==> src/rtl/baud_gen_pkg.sv <==
// Package for the serial baud generator: offsets, field positions, reset values, types.
// Assumes a byte-wide register port clocked by the processor clock.
package baud_gen_pkg;
  localparam logic [3:0] rate_reg_addr = 4'h0d;
  localparam logic [3:0] ctrl_two_addr = 4'h0f;
  localparam logic [3:0] irq_status_addr = 4'h01;
  localparam logic [3:0] irq_mask_addr = 4'h02;
  localparam logic [3:0] gen_status_addr = 4'h03;
  localparam int prescale_sel_lo_pos = 6;
  localparam int tx_rate_sel_pos = 3;
  localparam int rx_rate_sel_pos = 0;
  localparam int tx_enable_pos = 3;
  localparam int rx_enable_pos = 2;
  localparam logic [7:0] rate_reg_reset = 8'h00;
  localparam logic [7:0] ctrl_two_reset = 8'h00;
  localparam logic [7:0] irq_reset = 8'h00;
  localparam logic [3:0] ratio_1 = 4'h0;
  localparam logic [3:0] ratio_3 = 4'h2;
  localparam logic [3:0] ratio_4 = 4'h3;
  localparam logic [3:0] ratio_13 = 4'hc;
  localparam logic [3:0] rx_oversample_last = 4'hf;
  localparam int clk_freq_hz = 10000000;
  localparam int clk_period_ns = 1000000000 / clk_freq_hz;
  typedef enum logic [1:0] {run_mode, wait_mode, stop_mode} power_mode_e;
  typedef struct packed {
    logic [3:0] addr;
    logic [7:0] wdata;
    logic wr;
    logic rd;
  } reg_req_s;
endpackage

==> src/rtl/baud_gen.sv <==
// Baud generator with prescaler, tx and rx dividers, low-power handling and interrupt registers.
// Assumes synchronous register port, one clock, transmitter and receiver outside the block.
//
// How it works
// - Prescaler divides processor clock by 1, 3, 4 or 13 per select code.
// - Tx and rx dividers each divide prescaler output by two to the power n.
// - Receiver sample tick runs at sixteen times the receive bit rate.
// - Stop mode halts the prescaler and both dividers, so tx and rx stop.
// - Transmission frozen in stop resumes where it was on interrupt exit.
// - Reception in stop stops sampling and remaining character is aborted.
// - Wait mode leaves the generator running normally.
// - An enabled pending interrupt during wait mode raises the wake request.
// - Clearing both enables in control two disables the interface.
// - Bit rate is clock over sixteen times prescaler times divider.
`timescale 1ns/10ps
module baud_gen
  import baud_gen_pkg::*;
(
  input wire logic clk_in,
  input wire logic rst_n_in,
  input wire logic clk_en_in,
  input wire reg_req_s req_in,
  input wire power_mode_e mode_in,
  input wire logic rx_busy_in,
  input wire logic tx_busy_in,
  output logic [7:0] rdata_out,
  output logic tx_tick_out,
  output logic rx_sample_tick_out,
  output logic rx_abort_out,
  output logic tx_enable_out,
  output logic rx_enable_out,
  output logic irq_out,
  output logic wake_out
);
  logic [7:0] rate_reg, rate_next;
  logic [7:0] ctrl_reg, ctrl_next;
  logic [7:0] stat_reg, stat_next;
  logic [7:0] mask_reg, mask_next;
  logic [3:0] pre_cnt_reg;
  logic [6:0] tx_div_reg;
  logic [6:0] rx_div_reg;
  logic [3:0] tx_os_reg;
  logic stop_d_reg;
  wire logic halted = (mode_in == stop_mode);
  wire logic run = clk_en_in && !halted;
  wire logic [1:0] pre_sel = rate_reg[prescale_sel_lo_pos +: 2];
  wire logic [2:0] tx_rate_sel = rate_reg[tx_rate_sel_pos +: 3];
  wire logic [2:0] rx_rate_sel = rate_reg[rx_rate_sel_pos +: 3];
  wire logic [3:0] pre_last = (pre_sel == 2'b00) ? ratio_1 :
                              (pre_sel == 2'b01) ? ratio_3 :
                              (pre_sel == 2'b10) ? ratio_4 : ratio_13;
  wire logic pre_tick = (pre_cnt_reg >= pre_last);
  wire logic [6:0] tx_last = 7'((8'h01 << tx_rate_sel) - 8'h01);
  wire logic [6:0] rx_last = 7'((8'h01 << rx_rate_sel) - 8'h01);
  wire logic tx_div_tick = pre_tick && (tx_div_reg >= tx_last);
  wire logic rx_div_tick = pre_tick && (rx_div_reg >= rx_last);
  wire logic if_on = ctrl_reg[tx_enable_pos] || ctrl_reg[rx_enable_pos];
  wire logic tx_bit = tx_div_tick && (tx_os_reg == rx_oversample_last);
  wire logic stop_entry = halted && !stop_d_reg;
  wire logic [7:0] events = {5'h00, stop_entry && rx_busy_in, tx_bit && ctrl_reg[tx_enable_pos],
                             rx_div_tick && ctrl_reg[rx_enable_pos]};
  wire logic wr_rate = req_in.wr && req_in.addr == rate_reg_addr;
  wire logic wr_ctrl = req_in.wr && req_in.addr == ctrl_two_addr;
  wire logic wr_stat = req_in.wr && req_in.addr == irq_status_addr;
  wire logic wr_mask = req_in.wr && req_in.addr == irq_mask_addr;
  wire logic [7:0] gen_status = {4'h0, tx_busy_in, rx_busy_in, halted, if_on};
  wire logic [7:0] rd_mux = (req_in.addr == rate_reg_addr) ? rate_reg :
                            (req_in.addr == ctrl_two_addr) ? ctrl_reg :
                            (req_in.addr == irq_status_addr) ? stat_reg :
                            (req_in.addr == irq_mask_addr) ? mask_reg :
                            (req_in.addr == gen_status_addr) ? gen_status : 8'h00;
  wire logic irq_level = |(stat_next & mask_next);
  always_comb begin
    rate_next = wr_rate ? req_in.wdata : rate_reg;
    ctrl_next = wr_ctrl ? req_in.wdata : ctrl_reg;
    mask_next = wr_mask ? req_in.wdata : mask_reg;
    // Set wins over write-one-to-clear
    stat_next = ((wr_stat ? (stat_reg & ~req_in.wdata) : stat_reg)) | (run || stop_entry ? events : 8'h00);
  end
  always_ff @(posedge clk_in) begin
    if (!rst_n_in) begin
      rate_reg <= rate_reg_reset;
      ctrl_reg <= ctrl_two_reset;
      stat_reg <= irq_reset;
      mask_reg <= irq_reset;
      rdata_out <= 8'h00;
      irq_out <= 1'b0;
      wake_out <= 1'b0;
      stop_d_reg <= 1'b0;
      rx_abort_out <= 1'b0;
      tx_enable_out <= 1'b0;
      rx_enable_out <= 1'b0;
    end else if (clk_en_in) begin
      rate_reg <= rate_next;
      ctrl_reg <= ctrl_next;
      stat_reg <= stat_next;
      mask_reg <= mask_next;
      rdata_out <= req_in.rd ? rd_mux : 8'h00;
      irq_out <= irq_level;
      wake_out <= irq_level && (mode_in == wait_mode);
      stop_d_reg <= halted;
      rx_abort_out <= stop_entry && rx_busy_in;
      tx_enable_out <= ctrl_next[tx_enable_pos];
      rx_enable_out <= ctrl_next[rx_enable_pos];
    end
  end
  // Counters hold their value through stop, so a frozen transmission resumes in phase
  always_ff @(posedge clk_in) begin
    if (!rst_n_in) begin
      pre_cnt_reg <= 4'h0;
      tx_div_reg <= 7'h00;
      rx_div_reg <= 7'h00;
      tx_os_reg <= 4'h0;
    end else if (run) begin
      pre_cnt_reg <= pre_tick ? 4'h0 : pre_cnt_reg + 4'h1;
      if (pre_tick) begin
        tx_div_reg <= tx_div_tick ? 7'h00 : tx_div_reg + 7'h01;
        rx_div_reg <= rx_div_tick ? 7'h00 : rx_div_reg + 7'h01;
      end
      if (tx_div_tick) begin
        tx_os_reg <= tx_os_reg + 4'h1;
      end
    end
  end
  always_ff @(posedge clk_in) begin
    if (!rst_n_in) begin
      tx_tick_out <= 1'b0;
      rx_sample_tick_out <= 1'b0;
    end else if (clk_en_in) begin
      tx_tick_out <= run && tx_bit && ctrl_reg[tx_enable_pos];
      rx_sample_tick_out <= run && rx_div_tick && ctrl_reg[rx_enable_pos];
    end
  end

  // Helper: running cycles since last rx divider tick, whether or not rx is enabled
  logic [11:0] rx_gap_reg;
  always_ff @(posedge clk_in) begin
    if (!rst_n_in) begin
      rx_gap_reg <= 12'h000;
    end else if (run) begin
      rx_gap_reg <= rx_div_tick ? 12'h000 : rx_gap_reg + 12'h001;
    end
  end

  property p_stop_halts;
    @(posedge clk_in) disable iff (!rst_n_in)
    (mode_in == stop_mode) |=> !tx_tick_out && !rx_sample_tick_out;
  endproperty
  a_stop_halts: assert property (p_stop_halts) else $error("Tick during stop");
  property p_stop_freeze;
    @(posedge clk_in) disable iff (!rst_n_in)
    (mode_in == stop_mode) |=> $stable(tx_os_reg) && $stable(tx_div_reg) && $stable(pre_cnt_reg);
  endproperty
  a_stop_freeze: assert property (p_stop_freeze) else $error("Counters moved in stop");
  property p_abort;
    @(posedge clk_in) disable iff (!rst_n_in)
    (clk_en_in && mode_in == stop_mode && !stop_d_reg && rx_busy_in) |=> rx_abort_out;
  endproperty
  a_abort: assert property (p_abort) else $error("Rx not aborted on stop");
  property p_pre_div1;
    @(posedge clk_in) disable iff (!rst_n_in)
    (run && pre_sel == 2'b00) |-> pre_tick;
  endproperty
  a_pre_div1: assert property (p_pre_div1) else $error("Ratio 1 prescale wrong");
  property p_pre_13;
    @(posedge clk_in) disable iff (!rst_n_in)
    (run && pre_sel == 2'b11 && pre_cnt_reg == 4'hc) |=> pre_cnt_reg == 4'h0;
  endproperty
  a_pre_13: assert property (p_pre_13) else $error("Ratio 13 prescale wrong");
  property p_rx_div_bound;
    @(posedge clk_in) disable iff (!rst_n_in)
    (run && rx_div_tick) |=> rx_div_reg == 7'h00;
  endproperty
  a_rx_div_bound: assert property (p_rx_div_bound) else $error("Rx divider overrun");
  property p_rx_gap;
    @(posedge clk_in) disable iff (!rst_n_in)
    1'b1 |-> rx_gap_reg < 12'h680;
  endproperty
  a_rx_gap: assert property (p_rx_gap) else $error("Rx sample gap too long");
  property p_wait_wake;
    @(posedge clk_in) disable iff (!rst_n_in)
    (clk_en_in && mode_in == wait_mode && |(stat_next & mask_next)) |=> wake_out && irq_out;
  endproperty
  a_wait_wake: assert property (p_wait_wake) else $error("No wake in wait");
  property p_disable;
    @(posedge clk_in) disable iff (!rst_n_in)
    (!tx_enable_out && !rx_enable_out) |=> !tx_tick_out && !rx_sample_tick_out;
  endproperty
  a_disable: assert property (p_disable) else $error("Tick while disabled");

  // Helper: cycles since last tx bit tick
  logic [14:0] tx_gap_reg;
  always_ff @(posedge clk_in) begin
    if (!rst_n_in) begin
      tx_gap_reg <= 15'h0000;
    end else if (run) begin
      tx_gap_reg <= tx_bit ? 15'h0000 : tx_gap_reg + 15'h0001;
    end
  end

  property p_tx_gap;
    @(posedge clk_in) disable iff (!rst_n_in)
    1'b1 |-> tx_gap_reg < 15'h6800;
  endproperty
  a_tx_gap: assert property (p_tx_gap) else $error("Tx bit gap too long");

  property p_pre_div3;
    @(posedge clk_in) disable iff (!rst_n_in)
    (run && pre_sel == 2'b01 && pre_cnt_reg == 4'h2) |=> pre_cnt_reg == 4'h0;
  endproperty
  a_pre_div3: assert property (p_pre_div3) else $error("Ratio 3 prescale wrong");

  property p_pre_div4;
    @(posedge clk_in) disable iff (!rst_n_in)
    (run && pre_sel == 2'b10 && pre_cnt_reg == 4'h3) |=> pre_cnt_reg == 4'h0;
  endproperty
  a_pre_div4: assert property (p_pre_div4) else $error("Ratio 4 prescale wrong");

  property p_pre_step;
    @(posedge clk_in) disable iff (!rst_n_in)
    (run && !pre_tick) |=> pre_cnt_reg == $past(pre_cnt_reg) + 4'h1;
  endproperty
  a_pre_step: assert property (p_pre_step) else $error("Prescaler skipped a count");

  property p_freeze_en;
    @(posedge clk_in) disable iff (!rst_n_in)
    !clk_en_in |=> $stable(rate_reg) && $stable(ctrl_reg) && $stable(stat_reg) && $stable(pre_cnt_reg)
      && $stable(rdata_out);
  endproperty
  a_freeze_en: assert property (p_freeze_en) else $error("State moved with enable low");

  property p_tx_div_step;
    @(posedge clk_in) disable iff (!rst_n_in)
    (run && pre_tick && !tx_div_tick) |=> tx_div_reg == $past(tx_div_reg) + 7'h01;
  endproperty
  a_tx_div_step: assert property (p_tx_div_step) else $error("Tx divider skipped a count");

  property p_tx_div_wrap;
    @(posedge clk_in) disable iff (!rst_n_in)
    (run && tx_div_tick) |=> tx_div_reg == 7'h00;
  endproperty
  a_tx_div_wrap: assert property (p_tx_div_wrap) else $error("Tx divider did not wrap");

  property p_rx_div_step;
    @(posedge clk_in) disable iff (!rst_n_in)
    (run && pre_tick && !rx_div_tick) |=> rx_div_reg == $past(rx_div_reg) + 7'h01;
  endproperty
  a_rx_div_step: assert property (p_rx_div_step) else $error("Rx divider skipped a count");

  property p_div_hold;
    @(posedge clk_in) disable iff (!rst_n_in)
    (run && !pre_tick) |=> $stable(tx_div_reg) && $stable(rx_div_reg);
  endproperty
  a_div_hold: assert property (p_div_hold) else $error("Divider moved without prescale tick");

  property p_both_div;
    @(posedge clk_in) disable iff (!rst_n_in)
    (run && pre_tick) |=> (tx_div_reg != $past(tx_div_reg) || tx_div_reg == 7'h00)
      && (rx_div_reg != $past(rx_div_reg) || rx_div_reg == 7'h00);
  endproperty
  a_both_div: assert property (p_both_div) else $error("Dividers not fed together");

  property p_tx_os_step;
    @(posedge clk_in) disable iff (!rst_n_in)
    (run && tx_div_tick) |=> tx_os_reg == $past(tx_os_reg) + 4'h1;
  endproperty
  a_tx_os_step: assert property (p_tx_os_step) else $error("Tx sixteenth count wrong");

  property p_tx_os_hold;
    @(posedge clk_in) disable iff (!rst_n_in)
    (run && !tx_div_tick) |=> $stable(tx_os_reg);
  endproperty
  a_tx_os_hold: assert property (p_tx_os_hold) else $error("Tx sixteenth count moved");

  property p_tx_tick_src;
    @(posedge clk_in) disable iff (!rst_n_in)
    (run && tx_bit && ctrl_reg[tx_enable_pos]) |=> tx_tick_out;
  endproperty
  a_tx_tick_src: assert property (p_tx_tick_src) else $error("Tx tick missing");

  property p_tx_tick_single;
    @(posedge clk_in) disable iff (!rst_n_in)
    (clk_en_in && tx_tick_out) |=> !tx_tick_out;
  endproperty
  a_tx_tick_single: assert property (p_tx_tick_single) else $error("Tx tick too long");

  property p_rx_tick_src;
    @(posedge clk_in) disable iff (!rst_n_in)
    (run && rx_div_tick && ctrl_reg[rx_enable_pos]) |=> rx_sample_tick_out;
  endproperty
  a_rx_tick_src: assert property (p_rx_tick_src) else $error("Rx sample tick missing");

  property p_rx_tick_gated;
    @(posedge clk_in) disable iff (!rst_n_in)
    (clk_en_in && !ctrl_reg[rx_enable_pos]) |=> !rx_sample_tick_out;
  endproperty
  a_rx_tick_gated: assert property (p_rx_tick_gated) else $error("Rx tick while rx off");

  property p_wait_count;
    @(posedge clk_in) disable iff (!rst_n_in)
    (clk_en_in && mode_in == wait_mode && !pre_tick) |=> pre_cnt_reg == $past(pre_cnt_reg) + 4'h1;
  endproperty
  a_wait_count: assert property (p_wait_count) else $error("Prescaler stalled in wait");

  property p_wait_ticks;
    @(posedge clk_in) disable iff (!rst_n_in)
    (clk_en_in && mode_in == wait_mode && rx_div_tick && ctrl_reg[rx_enable_pos]) |=> rx_sample_tick_out;
  endproperty
  a_wait_ticks: assert property (p_wait_ticks) else $error("Rx tick lost in wait");

  property p_stop_rx_freeze;
    @(posedge clk_in) disable iff (!rst_n_in)
    (mode_in == stop_mode) |=> $stable(rx_div_reg);
  endproperty
  a_stop_rx_freeze: assert property (p_stop_rx_freeze) else $error("Rx divider moved in stop");

  property p_stop_status;
    @(posedge clk_in) disable iff (!rst_n_in)
    (clk_en_in && req_in.rd && req_in.addr == gen_status_addr) |=> rdata_out[1] == $past(mode_in == stop_mode);
  endproperty
  a_stop_status: assert property (p_stop_status) else $error("Stopped flag wrong");

  property p_abort_idle;
    @(posedge clk_in) disable iff (!rst_n_in)
    (clk_en_in && !rx_busy_in) |=> !rx_abort_out;
  endproperty
  a_abort_idle: assert property (p_abort_idle) else $error("Abort with idle receiver");

  property p_abort_once;
    @(posedge clk_in) disable iff (!rst_n_in)
    (clk_en_in && rx_abort_out) |=> !rx_abort_out;
  endproperty
  a_abort_once: assert property (p_abort_once) else $error("Abort pulse too long");

  property p_rdata_idle;
    @(posedge clk_in) disable iff (!rst_n_in)
    (clk_en_in && !req_in.rd) |=> rdata_out == 8'h00;
  endproperty
  a_rdata_idle: assert property (p_rdata_idle) else $error("Read data without read");

  property p_irq_level;
    @(posedge clk_in) disable iff (!rst_n_in)
    clk_en_in |=> irq_out == |(stat_reg & mask_reg);
  endproperty
  a_irq_level: assert property (p_irq_level) else $error("Interrupt level wrong");

  property p_wake_wait_only;
    @(posedge clk_in) disable iff (!rst_n_in)
    (clk_en_in && mode_in != wait_mode) |=> !wake_out;
  endproperty
  a_wake_wait_only: assert property (p_wake_wait_only) else $error("Wake outside wait");

  property p_enable_mirror;
    @(posedge clk_in) disable iff (!rst_n_in)
    clk_en_in |=> (tx_enable_out == ctrl_reg[tx_enable_pos]) && (rx_enable_out == ctrl_reg[rx_enable_pos]);
  endproperty
  a_enable_mirror: assert property (p_enable_mirror) else $error("Enable outputs wrong");
endmodule

==> config.mk <==
export PLATFORM = sky130hd
export DESIGN_NAME = baud_gen
export DESIGN_NICKNAME = d
export VERILOG_FILES = /design/src/rtl/baud_gen_pkg.sv /design/src/rtl/baud_gen.sv
export SDC_FILE = /design/constraint.sdc
export NUM_CORES = 1
export LEC_CHECK = 0
export BUFFER_PORTS_ARGS = -buffer_cell sky130_fd_sc_hd__clkbuf_2
export CAP_MARGIN = 10
export CORE_MARGIN = 2
export CORE_UTILIZATION = 45
export CTS_CLUSTER_SIZE = 24
export DETAILED_ROUTE_END_ITERATION = 12
export GPL_TIMING_DRIVEN = 0
export SLEW_MARGIN = 0
export SYNTH_ARGS = -nofsm -noshare
export SYNTH_HDL_FRONTEND = slang
export SYNTH_SLANG_ARGS = --single-unit
export TNS_END_PERCENT = 10
==> constraint.sdc <==
create_clock -name clk_in -period 2.5 [get_ports clk_in]
set_input_delay 0.125 -clock clk_in [delete_from_list [all_inputs] [get_ports clk_in]]
set_output_delay 0.125 -clock clk_in [all_outputs]
set_load 0.01 [all_outputs]
==> flow_summary.toml <==
[run_status]
run_status = "completed"

[final_layout]
antenna_cells = 0
post-route-util_pct = 52.7
layout_commonest_cell = "dfxtp_1"
drive_above_1_share_pct = 16.5
synthToLayoutAreaGrowth_pct = 14.8
nets = 502
final_cell_mix = "dfxtp_1, nand2_1, mux2i_1"

[detailed_routing]
wl_um = 9360
drtIter0Drc = 113
drc = 0
vias = 3114
drt_pass1_iterations = 4
wl_per_cell_um = 16.5
vias_per_cell = 5.49
postRouteAntennaNets = 0

[timing]
fin_skew_ps = 8.86
holdWs_ps = 38.9
rsz0062_at_grt = "true"
finalMaxSlewViolations = 0
slew_headroom_pct = 56.9
period_share_pct = 95.6
hold_viol = 0
timing_worst_slew_pin_value_ps = 644
setup_viol = 0
worst_slack_ps = 109
fin_crit_ps = 2390
max_freq_mhz = 418

[grt]
grt.total_usage_pct = 21.8
grt_max_degree = 13
grt_pass1_wl_um = 14900
antenna_found_initial = 0
grt-ovfl-total = 0
first_global_vias = 2979

[cts]
cts_sinks = 68
cts.clk_slew.worst_paths_ps = 80
htree_levels = 3
cts_root_buf = "clkbuf_8"
clk_latency_ps = 350
numCtsBuffers = 9
clk_path_buf_depth = 2
cts_tree = "done"

[critical_path]
start_kind = "flip-flop"
cpPeakStageDelay_ps = 370
setup.worst_path.end_class = "flip-flop"
crit_chain = "clkbuf_1 > or3_1 > ha_1 > nand2b_1 > a31oi_1 > o21ai_2 > nand2_1 > or3_1 > a21boi_0"
reg2reg_slack_ps = 110
critPathKind = "flip-flop to flip-flop"
crit_required_ps = 2780
crit_top_cell = "or3_1"
crit_fanout = 9
slowest_stage = "or3_1"
cp.arrival_ps = 2670

[floorplanning]
core_area_um2 = 8130
start_util_pct = 45.9
num_io_pins = 36
row_count = 33
fp.dieH_um = 95.1
die-width_um = 95.1
die_area_um2 = 9040

[yosys]
syn_area_um2 = 3730
yosysWarnings = 0
synth_cell_types = 54
avgSynthCellArea_um2 = 9.02
ys_ff_latch = 68
syn-num-nets = 459
syn_inst = 414
ys_seq_area_share_pct = 36.5
synth_edf_count = 0
synth-main-ff-cell = "dfxtp_1"
synthArstFlopShare_pct = 0

[pwr]
irDropWorstVdd_mv = 0.221
p_total_uw = 2360
p_leak_uw = 0.00177
p_per_area_nw_per_um2 = 551

[placed_design]
place.gp.congestion = 0.862
port_buffers = 31
dp_hpwl_um = 6880
pre_cts_ws_ps = -62.5

[job]
maxCapViolations = 0

[min_path]
hold_class = "primary input to flip-flop"
critical path, delay by kind of cell, from the launching register on:
family          cells  cell delay (ps)
compound gates      3              540
fa+ha+maj           1              270
buf+inv             1              190
flops               1              300
simple gates        4             1020
metal layers:
| metal | part of all wire, % | vias up | track usage [%] |
|---|---|---|---|
| met5 | 0 | - | 0 |
| met4 | 1.5 | 0 | 7.61 |
| met3 | 2.6 | 12 | 2.92 |
| met2 | 46 | 52 | 34.9 |
| met1 | 50 | 1482 | 30.2 |
| li1 | - | 1568 | - |
power by group:
group | internal, uW | switching [uW] | leakage (uW)
Sequential | 1100 | 14.4 | 0.000550
Clock | 587 | 446 | 0.000105
Combinational | 83.5 | 129 | 0.00111
Total | 1770 | 590 | 0.00177
kinds of logic after synthesis:
family | share of synthesized area [%]
adders and majority gates | 8.05
xor gates and xnor gates | 3.29
DFF | 36.5
buffers and inverters | 3.86
and+or+nand+nor | 21.4
muxes | 11.0
AOI/OAI and AO/OA | 16.0
metrics by stage:
stage | setup TNS [ps] | instances | cell area [um2]
after floorplan | 0 | 414 | 3730
after global placement | -94.4 | 550 | 4020
after detailed placement | -128 | 550 | 4020
after CTS | 0 | 568 | 4260
after global routing | -11.4 | 567 | 4280
final | 0 | 567 | 4280
synthesized netlist by cell type, drive strengths merged (11+ instances only):
cell    instances  area (um2)
inv            11        41.3
dfxtp          68        1360
a21boi         13        97.6
a21oi          19        95.1
o21ai          11        55.1
mux2i          35         350
nor2b          34         220
clkbuf         11        41.3
nor2           26         100
nand2          41         154
nand3          17         103
ha             24         300
final timing paths:
path | start | endpoint | depth (start not counted)
setup reg to reg | rate_reg[5]$_SDFFE_PN0P_ | tx_os_reg[3]$_SDFFE_PN0P_ | 9
hold / removal | req_in[6] | stat_reg[4]$_SDFFE_PN0P_ | 2
hold reg to reg | stat_reg[7]$_SDFFE_PN0P_ | stat_reg[7]$_SDFFE_PN0P_ | 2
setup / recovery | rate_reg[5]$_SDFFE_PN0P_ | tx_os_reg[3]$_SDFFE_PN0P_ | 9
repair_timing:
item	in CTS	in global routing
endpoints found under the setup margin	4	4
pin swaps	1	3
hold buffers	0	0
gates resized for setup	2	5
setup buffers	2	0
layout make-up:
type	instances	area (um2)
buffer	20	103
multi-input combinational	314	2250
fill	802	3850
inverter	11	41.3
clock inverter	6	87.6
sequential	68	1360
tap	105	131
timing repair buffer	33	170
clock buffer	10	138
No activity file was read; power rests on OpenSTA's default activity.
